--- src/logic/cpcr_pkg.sv ---
package cpcr_pkg;

  // Register indices; the bus byte address is four times the index
  localparam logic [7:0] IDX_RESET_ID = 8'h00;
  localparam logic [7:0] IDX_REVISION = 8'h01;
  localparam logic [7:0] IDX_POWER_ONE = 8'h02;
  localparam logic [7:0] IDX_RSVD_4D = 8'h4d;
  localparam logic [7:0] IDX_SHUTDOWN_CTRL = 8'h4e;
  localparam logic [7:0] IDX_INT_STATUS = 8'h4f;
  localparam logic [7:0] IDX_INT_LEVELS = 8'h51;
  localparam logic [7:0] IDX_SHUTDOWN_CAUSE = 8'h52;
  localparam logic [7:0] IDX_RSVD_53 = 8'h53;
  localparam logic [7:0] IDX_LINE_THRESH = 8'h54;
  localparam logic [7:0] IDX_INT_MASK = 8'h90;

  // Identity values, arbitrary neutral codes
  localparam logic [15:0] DEVICE_CODE = 16'h0a5c;
  localparam logic [2:0] SILICON_REV = 3'h1;
  localparam int REV_LSB = 12;

  // Writable bits and values after reset
  localparam logic [15:0] POWER_WMASK = 16'hff17;
  localparam logic [15:0] POWER_RESET = 16'h0000;
  localparam logic [15:0] SHUTDOWN_WMASK = 16'h03c0;
  localparam logic [15:0] SHUTDOWN_RESET = 16'h0000;
  localparam logic [15:0] LINE_WMASK = 16'h00ff;
  localparam logic [15:0] LINE_RESET = 16'h0000;
  localparam logic [15:0] MASK_RESET = 16'h0000;
  localparam logic [15:0] STATUS_RESET = 16'h0000;
  localparam logic [15:0] CAUSE_RESET = 16'h0000;
  localparam int SHUTDOWN_ACT_LSB = 6;
  localparam int LINE_INC_LSB = 4;

  // First power register field layout
  typedef struct packed {
    logic master_codec_enable;
    logic system_clock_gate_enable;
    logic speaker_mixer_enable;
    logic speaker_output_enable;
    logic aux_output_three_enable;
    logic aux_output_four_enable;
    logic left_headphone_enable;
    logic right_headphone_enable;
    logic [2:0] rsvd_hi;
    logic microphone_bias_enable;
    logic rsvd_lo;
    logic [1:0] mid_rail_select;
    logic analogue_reference_enable;
  } cpcr_power_s;

  // Data-phase state of the bus slave
  typedef enum logic [1:0] {
    BUS_IDLE = 2'b00,
    BUS_WRITE = 2'b01,
    BUS_READ_WAIT = 2'b10,
    BUS_READ_DONE = 2'b11
  } cpcr_bus_e;

endpackage

--- src/logic/cpcr_regs.sv ---
// Our own choice: register access over AHB-Lite.
`timescale 1ns/1ps

// How it works
// - Any write to index zero resets everything.
// - Index zero reads fixed device code.
// - Index one reads revision in bits 14:12.
// - Codec enable low holds codec in reset.
// - Speaker, mixer, output three, four enables.
// - System clock gate and headphone enables.
// - Mic bias off is high impedance.
// - Mid-rail select decodes to divider pairs.
// - Reference bit enables common analogue bias.
// - Mask bit per interrupt status position.
module cpcr_regs (
  input wire logic CLOCK,
  input wire logic RESET,
  input wire logic HSEL,
  input wire logic [31:0] HADDR,
  input wire logic [1:0] HTRANS,
  input wire logic HWRITE,
  input wire logic [2:0] HSIZE,
  input wire logic [31:0] HWDATA,
  input wire logic HREADY,
  output logic [31:0] HRDATA,
  output logic HREADYOUT,
  output logic HRESP,
  input wire logic [15:0] INT_SOURCE_LEVELS,
  input wire logic [15:0] SHUTDOWN_CAUSES,
  output logic IRQ,
  output logic CODEC_REG_RESET,
  output logic SYSCLK_GATE_EN,
  output logic SPK_MIXER_EN,
  output logic SPK_OUTPUT_EN,
  output logic AUX_OUT3_EN,
  output logic AUX_OUT4_EN,
  output logic HP_LEFT_EN,
  output logic HP_RIGHT_EN,
  output logic MIC_BIAS_OUT,
  output logic MIC_BIAS_OE,
  output logic [2:0] MID_RAIL_PAIR,
  output logic ANALOGUE_REF_EN,
  output logic [3:0] SHUTDOWN_ACTION,
  output logic [3:0] LINE_THRESH_INC,
  output logic [3:0] LINE_THRESH_DEC
);

  cpcr_pkg::cpcr_bus_e bus_reg;
  logic [7:0] addr_reg;
  logic addr_ok_reg;
  logic [31:0] rdata_reg;
  logic hreadyout_reg;
  cpcr_pkg::cpcr_power_s power_reg;
  cpcr_pkg::cpcr_power_s power_next;
  logic [15:0] shutdown_reg;
  logic [15:0] line_reg;
  logic [15:0] mask_reg;
  logic [15:0] status_reg;
  logic [15:0] cause_reg;
  logic [15:0] lvl_s1, lvl_s2, lvl_s3;
  logic [15:0] cau_s1, cau_s2, cau_s3;
  logic [15:0] lvl_rise;
  logic [15:0] cau_rise;
  logic accept;
  logic wr_now;
  logic soft_reset;
  logic codec_rst_reg;
  logic [2:0] pair_reg;
  logic irq_reg;

  // Keeps only writable bits, reserved ones read as zero
  function automatic logic [15:0] merge(input logic [15:0] wmask, input logic [15:0] data);
    merge = data & wmask;
  endfunction

  // One-hot divider pair: 50k, 300k, 6.8k; 00 leaves all off
  function automatic logic [2:0] pair_decode(input logic [1:0] sel);
    case (sel)
      2'b01: pair_decode = 3'b001;
      2'b10: pair_decode = 3'b010;
      2'b11: pair_decode = 3'b100;
      default: pair_decode = 3'b000;
    endcase
  endfunction

  ////////////////////////////////////////////////////////////////
  // Bus slave

  // Address phase taken only for a selected NONSEQ/SEQ with ready high
  assign accept = HSEL && HTRANS[1] && HREADY;
  assign wr_now = (bus_reg == cpcr_pkg::BUS_WRITE) && addr_ok_reg;
  assign soft_reset = wr_now && (addr_reg == cpcr_pkg::IDX_RESET_ID);

  // Data-phase sequencer; reads take one wait state so writes settle first
  always_ff @(posedge CLOCK) begin
    if (RESET) begin
      bus_reg <= cpcr_pkg::BUS_IDLE;
      addr_reg <= 8'h00;
      addr_ok_reg <= 1'b0;
      hreadyout_reg <= 1'b1;
    end else begin
      hreadyout_reg <= 1'b1;
      case (bus_reg)
        cpcr_pkg::BUS_READ_WAIT: begin
          bus_reg <= cpcr_pkg::BUS_READ_DONE;
        end
        default: begin
          if (accept) begin
            addr_reg <= HADDR[9:2];
            addr_ok_reg <= (HADDR[31:10] == 22'h000000) && (HADDR[1:0] == 2'b00);
            bus_reg <= HWRITE ? cpcr_pkg::BUS_WRITE : cpcr_pkg::BUS_READ_WAIT;
            hreadyout_reg <= HWRITE;
          end else begin
            bus_reg <= cpcr_pkg::BUS_IDLE;
          end
        end
      endcase
    end
  end

  // Read data captured in the wait cycle; unmapped reads give zero
  always_ff @(posedge CLOCK) begin
    if (RESET) begin
      rdata_reg <= 32'h00000000;
    end else if (bus_reg == cpcr_pkg::BUS_READ_WAIT) begin
      rdata_reg <= 32'h00000000;
      if (addr_ok_reg) begin
        case (addr_reg)
          cpcr_pkg::IDX_RESET_ID: rdata_reg[15:0] <= cpcr_pkg::DEVICE_CODE;
          cpcr_pkg::IDX_REVISION: begin
            rdata_reg[cpcr_pkg::REV_LSB +: 3] <= cpcr_pkg::SILICON_REV;
          end
          cpcr_pkg::IDX_POWER_ONE: rdata_reg[15:0] <= power_reg;
          cpcr_pkg::IDX_SHUTDOWN_CTRL: rdata_reg[15:0] <= shutdown_reg;
          cpcr_pkg::IDX_INT_STATUS: rdata_reg[15:0] <= status_reg;
          cpcr_pkg::IDX_INT_LEVELS: rdata_reg[15:0] <= lvl_s2;
          cpcr_pkg::IDX_SHUTDOWN_CAUSE: rdata_reg[15:0] <= cause_reg;
          cpcr_pkg::IDX_LINE_THRESH: rdata_reg[15:0] <= line_reg;
          cpcr_pkg::IDX_INT_MASK: rdata_reg[15:0] <= mask_reg;
          default: rdata_reg <= 32'h00000000;
        endcase
      end
    end
  end

  assign HRDATA = rdata_reg;
  assign HREADYOUT = hreadyout_reg;

  // Response is always OKAY
  always_ff @(posedge CLOCK) begin
    HRESP <= 1'b0;
  end

  ////////////////////////////////////////////////////////////////
  // Control registers

  // Next value of the first power register
  always_comb begin
    power_next = power_reg;
    if (wr_now && addr_reg == cpcr_pkg::IDX_POWER_ONE) begin
      power_next = merge(cpcr_pkg::POWER_WMASK, HWDATA[15:0]);
    end
    if (soft_reset) begin
      power_next = cpcr_pkg::POWER_RESET;
    end
  end

  // Power register and the outputs decoded from it
  always_ff @(posedge CLOCK) begin
    if (RESET) begin
      power_reg <= cpcr_pkg::POWER_RESET;
      codec_rst_reg <= 1'b1;
      pair_reg <= 3'b000;
    end else begin
      power_reg <= power_next;
      codec_rst_reg <= ~power_next.master_codec_enable;
      pair_reg <= pair_decode(power_next.mid_rail_select);
    end
  end

  assign CODEC_REG_RESET = codec_rst_reg;
  assign SYSCLK_GATE_EN = power_reg.system_clock_gate_enable;
  assign SPK_MIXER_EN = power_reg.speaker_mixer_enable;
  assign SPK_OUTPUT_EN = power_reg.speaker_output_enable;
  assign AUX_OUT3_EN = power_reg.aux_output_three_enable;
  assign AUX_OUT4_EN = power_reg.aux_output_four_enable;
  assign HP_LEFT_EN = power_reg.left_headphone_enable;
  assign HP_RIGHT_EN = power_reg.right_headphone_enable;
  assign MID_RAIL_PAIR = pair_reg;
  assign ANALOGUE_REF_EN = power_reg.analogue_reference_enable;
  // Bias driven high when on, released to high impedance when off
  assign MIC_BIAS_OUT = power_reg.microphone_bias_enable;
  assign MIC_BIAS_OE = power_reg.microphone_bias_enable;

  // Shutdown action, line thresholds and interrupt mask
  always_ff @(posedge CLOCK) begin
    if (RESET || soft_reset) begin
      shutdown_reg <= cpcr_pkg::SHUTDOWN_RESET;
      line_reg <= cpcr_pkg::LINE_RESET;
      mask_reg <= cpcr_pkg::MASK_RESET;
    end else if (wr_now) begin
      if (addr_reg == cpcr_pkg::IDX_SHUTDOWN_CTRL) begin
        shutdown_reg <= merge(cpcr_pkg::SHUTDOWN_WMASK, HWDATA[15:0]);
      end
      if (addr_reg == cpcr_pkg::IDX_LINE_THRESH) begin
        line_reg <= merge(cpcr_pkg::LINE_WMASK, HWDATA[15:0]);
      end
      if (addr_reg == cpcr_pkg::IDX_INT_MASK) begin
        mask_reg <= HWDATA[15:0];
      end
    end
  end

  assign SHUTDOWN_ACTION = shutdown_reg[cpcr_pkg::SHUTDOWN_ACT_LSB +: 4];
  assign LINE_THRESH_INC = line_reg[cpcr_pkg::LINE_INC_LSB +: 4];
  assign LINE_THRESH_DEC = line_reg[3:0];

  ////////////////////////////////////////////////////////////////
  // Event capture

  // Pins cross in through two flops; third flop only for edge finding
  always_ff @(posedge CLOCK) begin
    if (RESET) begin
      lvl_s1 <= 16'h0000;
      lvl_s2 <= 16'h0000;
      lvl_s3 <= 16'h0000;
      cau_s1 <= 16'h0000;
      cau_s2 <= 16'h0000;
      cau_s3 <= 16'h0000;
    end else begin
      lvl_s1 <= INT_SOURCE_LEVELS;
      lvl_s2 <= lvl_s1;
      lvl_s3 <= lvl_s2;
      cau_s1 <= SHUTDOWN_CAUSES;
      cau_s2 <= cau_s1;
      cau_s3 <= cau_s2;
    end
  end

  assign lvl_rise = lvl_s2 & ~lvl_s3;
  assign cau_rise = cau_s2 & ~cau_s3;

  // Sticky status, write one to clear; a new event beats the clear
  always_ff @(posedge CLOCK) begin
    if (RESET || soft_reset) begin
      status_reg <= cpcr_pkg::STATUS_RESET;
    end else begin
      status_reg <= (status_reg & ~((wr_now && addr_reg == cpcr_pkg::IDX_INT_STATUS) ?
                    HWDATA[15:0] : 16'h0000)) | lvl_rise;
    end
  end

  // Each new shutdown replaces the record of the previous one
  always_ff @(posedge CLOCK) begin
    if (RESET || soft_reset) begin
      cause_reg <= cpcr_pkg::CAUSE_RESET;
    end else if (|cau_rise) begin
      cause_reg <= cau_rise;
    end
  end

  // A set mask bit blocks its status bit from the interrupt line
  always_ff @(posedge CLOCK) begin
    if (RESET) begin
      irq_reg <= 1'b0;
    end else begin
      irq_reg <= |(status_reg & ~mask_reg);
    end
  end

  assign IRQ = irq_reg;

  ////////////////////////////////////////////////////////////////
  // Checks

  // Soft reset returns the power register and holds the codec
  a_soft_reset_power: assert property (@(posedge CLOCK) disable iff (RESET)
    soft_reset |=> (power_reg == cpcr_pkg::POWER_RESET) && CODEC_REG_RESET)
    else $error("power register not cleared by soft reset");

  // Soft reset also empties mask, sticky status and shutdown record
  a_soft_reset_rest: assert property (@(posedge CLOCK) disable iff (RESET)
    soft_reset |=> mask_reg == cpcr_pkg::MASK_RESET && status_reg == cpcr_pkg::STATUS_RESET
    && cause_reg == cpcr_pkg::CAUSE_RESET)
    else $error("registers not cleared by soft reset");

  // Identity reads come out of the wait cycle; ready checked on the device code read
  a_device_code_read: assert property (@(posedge CLOCK) disable iff (RESET)
    (bus_reg == cpcr_pkg::BUS_READ_WAIT && addr_ok_reg && addr_reg == 8'h00)
    |=> HRDATA == {16'h0000, cpcr_pkg::DEVICE_CODE} && HREADYOUT)
    else $error("device code read wrong");

  a_revision_read: assert property (@(posedge CLOCK) disable iff (RESET)
    (bus_reg == cpcr_pkg::BUS_READ_WAIT && addr_ok_reg && addr_reg == 8'h01)
    |=> HRDATA == ({29'h0, cpcr_pkg::SILICON_REV} << 12))
    else $error("revision read wrong");

  // Power bits and the pins decoded from them
  a_codec_hold: assert property (@(posedge CLOCK) disable iff (RESET)
    ##1 CODEC_REG_RESET == !$past(power_next.master_codec_enable))
    else $error("codec reset not following enable");

  a_power_write: assert property (@(posedge CLOCK) disable iff (RESET)
    (wr_now && addr_reg == 8'h02) |=> power_reg == (16'hff17 & $past(HWDATA[15:0])))
    else $error("power register write lost");

  // Bias drive follows the last value written to its bit
  a_bias_hiz: assert property (@(posedge CLOCK) disable iff (RESET)
    (wr_now && addr_reg == cpcr_pkg::IDX_POWER_ONE)
    |=> MIC_BIAS_OE == $past(HWDATA[4]) && MIC_BIAS_OE == MIC_BIAS_OUT)
    else $error("mic bias drive mismatch");

  a_pair_onehot: assert property (@(posedge CLOCK) disable iff (RESET)
    $onehot0(MID_RAIL_PAIR) && MID_RAIL_PAIR == ((power_reg.mid_rail_select == 2'b00) ?
    3'b000 : 3'b001 << (power_reg.mid_rail_select - 2'b01)))
    else $error("mid-rail pair decode wrong");

  // Events, clears, mask and interrupt line
  a_event_sticky: assert property (@(posedge CLOCK) disable iff (RESET)
    (|lvl_rise && !soft_reset) |=> (status_reg & $past(lvl_rise)) == $past(lvl_rise))
    else $error("interrupt event lost");

  // A clear with no new event drops exactly the bits written as one
  a_status_clear: assert property (@(posedge CLOCK) disable iff (RESET)
    (wr_now && addr_reg == cpcr_pkg::IDX_INT_STATUS && lvl_rise == 16'h0000)
    |=> status_reg == ($past(status_reg) & ~$past(HWDATA[15:0])))
    else $error("status clear wrong");

  a_irq_masked: assert property (@(posedge CLOCK) disable iff (RESET)
    ((status_reg & ~mask_reg) == 16'h0000) |=> !IRQ)
    else $error("masked status raised interrupt");

  a_irq_raised: assert property (@(posedge CLOCK) disable iff (RESET)
    ((status_reg & ~mask_reg) != 16'h0000) |=> IRQ)
    else $error("pending status did not raise interrupt");

  a_mask_write: assert property (@(posedge CLOCK) disable iff (RESET)
    (wr_now && addr_reg == cpcr_pkg::IDX_INT_MASK) |=> mask_reg == $past(HWDATA[15:0]))
    else $error("interrupt mask write lost");

  // Newest set of shutdown edges replaces the record
  a_cause_record: assert property (@(posedge CLOCK) disable iff (RESET)
    (|cau_rise && !soft_reset) |=> cause_reg == $past(cau_rise))
    else $error("shutdown cause not recorded");

  // Reads always insert exactly one wait state
  a_read_wait: assert property (@(posedge CLOCK) disable iff (RESET)
    (accept && !HWRITE) |=> !HREADYOUT ##1 HREADYOUT)
    else $error("read wait state wrong");

  c_soft_reset: cover property (@(posedge CLOCK) disable iff (RESET) soft_reset);
  c_irq_raised: cover property (@(posedge CLOCK) disable iff (RESET) $rose(IRQ));
  c_cause_rec: cover property (@(posedge CLOCK) disable iff (RESET) |cau_rise ##1 |cause_reg);
  c_status_clear: cover property (@(posedge CLOCK) disable iff (RESET)
    wr_now && addr_reg == cpcr_pkg::IDX_INT_STATUS);
  c_fast_start: cover property (@(posedge CLOCK) disable iff (RESET) MID_RAIL_PAIR == 3'b100);

endmodule // cpcr_regs

--- config.mk ---
export PLATFORM = sky130hd
export DESIGN_NAME = cpcr_regs
export DESIGN_NICKNAME = d
export VERILOG_FILES = /design/src/logic/cpcr_pkg.sv /design/src/logic/cpcr_regs.sv
export SDC_FILE = /design/constraint.sdc
export NUM_CORES = 1
export LEC_CHECK = 0
export BUFFER_PORTS_ARGS = -buffer_cell sky130_fd_sc_hd__buf_2
export CORE_ASPECT_RATIO = 1.1
export CORE_MARGIN = 2
export CORE_UTILIZATION = 49
export DETAILED_ROUTE_END_ITERATION = 8
export HOLD_SLACK_MARGIN = 0.02
export PLACE_DENSITY = 0.82
export SLEW_MARGIN = 20
export SYNTH_ARGS = -nofsm -noshare
export SYNTH_HDL_FRONTEND = slang
export SYNTH_SLANG_ARGS = --single-unit
--- constraint.sdc ---
create_clock -name CLOCK -period 1.7 [get_ports CLOCK]
set_input_delay 0.255 -clock CLOCK [delete_from_list [all_inputs] [get_ports CLOCK]]
set_output_delay 0.255 -clock CLOCK [all_outputs]
set_load 0.02 [all_outputs]
Word level (Yosys, flattened, before mapping) --
Cells that the tools add are included.
Storage, ports and cells: flip-flop bits (word level) 217, latch bits 0, bits in writable memories 0, bits in read-only memories 0, input bits 106, word-level logic and storage cells 85, memories kept 0
Cells by class: add/subtract/negate cells 0, multipliers 0, divide/modulo/power cells 0, magnitude comparators 0, equal/unequal tests 13, shifts and indexed selects 0, muxes and demuxes 11, bitwise logic cells 12, reduce and logical (&&, ||, !) cells 19
Operators with widths (number):
- $pmux W12 S8 | 1
- $and A16 B16 Y16 | 4
- $mux W16 | 4
- $not A16 Y16 | 4
- $eq A8 B7 Y1 const B | 5
- $reduce_or A16 Y1 | 2
- $logic_not A22 Y1 | 1
- $pmux W3 S6 | 1
- $or A16 B16 Y16 | 1
- $pmux W3 S3 | 1
- $eq A8 B1 Y1 const B | 1
- $eq A8 B2 Y1 const B | 1
- $eq A8 B8 Y1 const B | 1
- $logic_not A8 Y1 | 1
- $reduce_and A2 Y1 | 4
- $logic_and A1 B1 Y1 | 7
- $eq A2 B2 Y1 const B | 3
- $mux W2 | 3
- $pmux W1 S5 | 1
- $eq A2 B1 Y1 const B | 2
- $not A1 Y1 | 3
- $reduce_or A3 Y1 | 1
- $logic_not A2 Y1 | 1
- $reduce_or A2 Y1 | 1
- $logic_or A1 B1 Y1 | 1

Depth between registers and ports, before layout --
depth in word-level cells 7, mapped depth 9, mapped depth without buffers 5

Worst setup path after synthesis --
OpenSTA, ideal clock, no wires.
path type flip-flop to flip-flop, start point register addr_reg[5], end point register rdata_reg[6], in the netlist HRDATA[6], setup time 0.145 ns, arrival 1.695 ns, required time 1.555 ns, path slack -0.140 ns, cell stages (with the launch flop) 8, buffers on the path 2, period minus slack after synthesis 1.840 ns, cells stage by stage dfxtp_1 buf_4 and4bb_2 and3_1 buf_2 a221o_1 a221oi_1 a221oi_2
Between the ends: longest elaborated chain between the ends 3, elaborated cells on any way between the ends 10
Ends and longest elaborated chain:
- start: declaration | RTL line cpcr_regs.sv:49 | logic [7:0] addr_reg;
- start signal: assignment | RTL line cpcr_regs.sv:109 | addr_reg <= HADDR[9:2];
- $eq A8 B8 Y1 (tied with other cells) | RTL line cpcr_regs.sv:128 | case (addr_reg)
- $pmux W12 S8 * | RTL line cpcr_regs.sv:128
- $mux W16 * | RTL line cpcr_regs.sv:127 | if (addr_ok_reg) begin
- end signal: assignment | RTL line cpcr_regs.sv:129 | cpcr_pkg::IDX_RESET_ID: rdata_reg[15:0] <= cpcr_pkg::DEVICE_CODE;
- end signal: indexed assignment | RTL line cpcr_regs.sv:131 | rdata_reg[cpcr_pkg::REV_LSB +: 3] <= cpcr_pkg::SILICON_REV;
- end signal: assignment | RTL line cpcr_regs.sv:133 | cpcr_pkg::IDX_POWER_ONE: rdata_reg[15:0] <= power_reg;
- end: declaration | RTL line cpcr_regs.sv:51 | logic [31:0] rdata_reg;
Mark *: on every way between the ends. The rest lies on a longest branch, timed or not. A chain may end at the register's enable or synchronous reset.

Worst setup path in the final report --
start point register addr_reg[4], end point register status_reg[12]
Between the ends: longest elaborated chain between the ends 6, elaborated cells on any way between the ends 9
Ends and longest elaborated chain:
- $eq A8 B7 Y1 | RTL line cpcr_regs.sv:248 | status_reg <= (status_reg & ~((wr_now && addr_reg == cpcr_pkg::IDX_INT_STATUS) ?
- $logic_and A1 B1 Y1 | RTL line cpcr_regs.sv:248
- $mux W16 | RTL line cpcr_regs.sv:248
- $not A16 Y16 | RTL line cpcr_regs.sv:248
- $and A16 B16 Y16 | RTL line cpcr_regs.sv:248
- $or A16 B16 Y16 | RTL line cpcr_regs.sv:249 | HWDATA[15:0] : 16'h0000)) | lvl_rise;
- end signal: assignment | RTL line cpcr_regs.sv:246 | status_reg <= cpcr_pkg::STATUS_RESET;
- end signal: assignment | RTL line cpcr_regs.sv:248
- end: declaration | RTL line cpcr_regs.sv:58 | logic [15:0] status_reg;
Parallel ways exist; a longest one is shown, timed or not.

==> key figures <==
Clocking
  • H-Tree Depth: 1
  • CTS clock-pin slew for the worst setup and hold paths: 0.06 ns
  • Worst-skew pair later-pin latency: 0.50 ns
  • Cts bufs inserted: 21
  • Sink Count: between 200 and 250
  • CTS max path bufs: 3
  • CTS tree: yes
  • CTS root buf: clkbuf_16

Power
  • Clk network pwr share: between 40% and 50%
  • Share of power burned in registers: 46.7%
  • Gate power share: 9.0%
  • Power Density: around 960 mW/mm²
  • Max IR drop VDD: 0.000613 V
  • Sw frac: 22.5%
  • Leak Pwr: around 4.3 nW
  • Psw: between 2 and 2.5 mW
  • P_int: 8.17 mW

Yosys
  • FFs w/ async S/R, synth: 0%
  • Most instantiated cells after synthesis: dfxtp_1, nor2b_1, nand2_1
  • Most frequent cell after synthesis: dfxtp_1
  • Top post-synthesis cells by area: dfxtp_1, nor2b_1, a21oi_1
  • Post-Syn Area: 0.00770 mm²
  • Yosys cell types: 65
  • Cells after Synth: 826
  • Synth area leader: dfxtp_1
  • Synth top area share: a little over half
  • Syn_area_per_cell: 9.33 µm²
  • Register bit total from synthesis: 201
  • Syn. warnings: 0
  • Seq/Total Area, Yosys: between 50 and 60%
  • Post-synth EDFFs: 0
  • Most used DFF post-synth: dfxtp_1

Placement
  • RD Place Congestion: 0.991
  • DP HPWL: 15.2 mm
  • Port Buffers: approximately 130
  • Pre-CTS WS: -0.262 ns

Floorplanning
  • Core area: 0.0156 mm²
  • Die Y: 136 µm
  • Starting Density: 49.5%
  • Die area: 0.0167 mm²
  • Num ports: around 170
  • Die Wd: about 120 µm
  • # rows: between 40 and 50

Worst setup path
  • Bufs and invs on worst path: 2
  • Startpoint Class: register
  • Stages on the worst setup path: 7
  • CP Class: register to register
  • Setup crit end kind: register
  • CP max FO: 8
  • CP Cell Sequence: or4_4 > nor2_4 > nand2_4 > o21ai_4 > buf_12 > clkbuf_16 > a21oi_2
  • Critical path's top delay family: simple AND/OR/NAND/NOR gates
  • Largest stage delay, worst path: 0.59 ns
  • Slowest CP cell: or4_4
  • CP arrival: 2.30 ns
  • R2r worst-path depth: 7
  • Worst Path Required: 2.07 ns

Drt
  • Post-route DRC: 0
  • Drt wl/cell: 18.8 µm
  • Antenna Nets Post-Route: 0
  • Routed vias/inst: 5.50
  • Via count: 7082
  • DRT Wirelength: between 20 and 25 mm
  • TritonRoute pass-1 iters: 6
  • 1st-iter DRT viols: 827

STA
  • Max Fclk: 0.519 GHz
  • Worst Clk Skew: 0.0170 ns
  • Final min period: 1.93 ns
  • Final Cycle Share: 113%
  • Setup Viol. Count Final: 90
  • RSZ-0062 raised after global routing: true
  • Final hold viol count: 0
  • Slew Limit Fails: 0
  • Final worst slack: -0.226 ns

Flow run
  • Max-Cap Viols: 0

Global routing
  • Total GRT Usage: 25.9%
  • Largest net degree at the start of global routing: ~90
  • Final global-route overflow total: 0
  • First-pass GRT wire length: between 30 and 40 mm
  • Vias in the first global route: 6364
  • Number of antenna violations at the first check in global routing: 0

Final layout
  • Fill cells: 1084
  • Area grow syn2layout: 42.9%
  • Util after Layout: 70.8%
  • Post-layout nets: about 1200
  • Layout cells sized above 1: 36.1%
  • ANT cells: 0

Status
  • Failing checks: setup timing
  • Status: complete, but fails checks

Worst hold path
  • Hold depth: 3
  • HP Class: input pin to register
layer usage:
layer | up-vias | track usage [%] | wire [µm]
met2 | 426 | 42.1 | 11100
met5 | - | 0 | 0
met1 | 3284 | 34.5 | 9620
li1 | 3282 | - | -
met4 | 0 | 10.4 | 1080
met3 | 90 | 3.91 | 2380
final timing paths:
check,from,end,slack (ns)
worst max-delay path,addr_reg[4],status_reg[12],-0.23
worst min-delay path,HADDR[5],addr_reg[3],0.03
worst max register to register,addr_reg[4],status_reg[12],-0.23
worst min register to register,lvl_s1[1],lvl_s2[1],0.44
cell type report:
class                   instances  area, µm²  share of cell area, %
clock inverters                11        139                   1.26
flip-flops and latches        201       4040                   36.7
multi-input cells             546       3680                   33.4
well taps                     200        250                   2.27
repair buffers                273       2220                   20.2
clock buffers                  26        574                   5.22
inverters                      30        113                   1.02
logic make-up after synthesis:
group	count (synthesis)	synth area share, %
other cells	1	0.0487
simple gates	343	24.5
compound gates	179	15.7
buf+inv	95	6.63
mux	6	0.780
xor+xnor	1	0.114
flops	201	52.2
power groups by stage:
stage	Clock (mW)	Sequential, mW	Combinational, mW
after detailed placement	0	5.02	0.693
after floorplan	0	4.99	0.463
final	4.67	4.92	0.950
after CTS	4.73	4.92	0.821
after global routing	4.94	4.93	1.01
after global placement	0	5.01	0.689
per-stage QoR:
step,hold WS (ns),std cells,power [mW],instance area [µm²],setup TNS (ns)
after floorplan,0.359,842,5.46,7950,-3.65
after detailed placement,0.421,1182,5.71,9070,-12.86
after CTS,0.0206,1271,10.5,10500,-11.52
after global routing,0.0214,1287,10.9,11000,-20.00
final,0.0333,1287,10.5,11000,-16.41
after global placement,0.420,1182,5.70,9070,-10.38
cell usage in the layout (no fill, tap or decap), drive strengths merged, types with 2 or more instances in the layout:
| master | Yosys | final |
|---|---|---|
| a21oi | 88 | 88 |
| a221oi | 20 | 20 |
| a222oi | 6 | 6 |
| a22o | 5 | 5 |
| a22oi | 13 | 13 |
| a31o | 3 | 3 |
| a31oi | 2 | 2 |
| a32o | 6 | 6 |
| and2 | 4 | 4 |
| and3 | 5 | 5 |
| and3b | 2 | 2 |
| and4bb | 2 | 2 |
| buf | 42 | 225 |
| bufinv | 0 | 3 |
| clkbuf | 23 | 34 |
| clkinv | 0 | 6 |
| clkinvlp | 0 | 2 |
| conb | 1 | 17 |
| dfxtp | 201 | 201 |
| dlygate4sd3 | 0 | 40 |
| inv | 30 | 30 |
| mux2i | 6 | 6 |
| nand2 | 102 | 102 |
| nand2b | 31 | 31 |
| nand3 | 12 | 12 |
| nand4 | 8 | 8 |
| nor2 | 43 | 43 |
| nor2b | 105 | 105 |
| nor3 | 7 | 7 |
| nor3b | 4 | 4 |
| nor4 | 8 | 8 |
| nor4b | 2 | 2 |
| o21ai | 19 | 19 |
| o22ai | 5 | 5 |
| o2bb2ai | 2 | 2 |
| o31ai | 2 | 2 |
| or3 | 3 | 3 |
repair_timing:
item | in CTS | in global routing
buffers inserted | 12 | 6
endpoints found under the setup margin | 91 | 92
resized for setup | 37 | 67
pin swaps | 15 | 12
hold buffers | 40 | 0
cloned | 2 | 11
hold endpoints to repair | 40 | 0
worst min-delay path: cells and delay by family:
kind / cells / cell delay [ns]
buffers and inverters: 1 / 0.10
AOI/OAI and AO/OA: 1 / 0.06
and+or+nand+nor: 1 / 0.06
No activity file was read; power rests on OpenSTA's default activity.
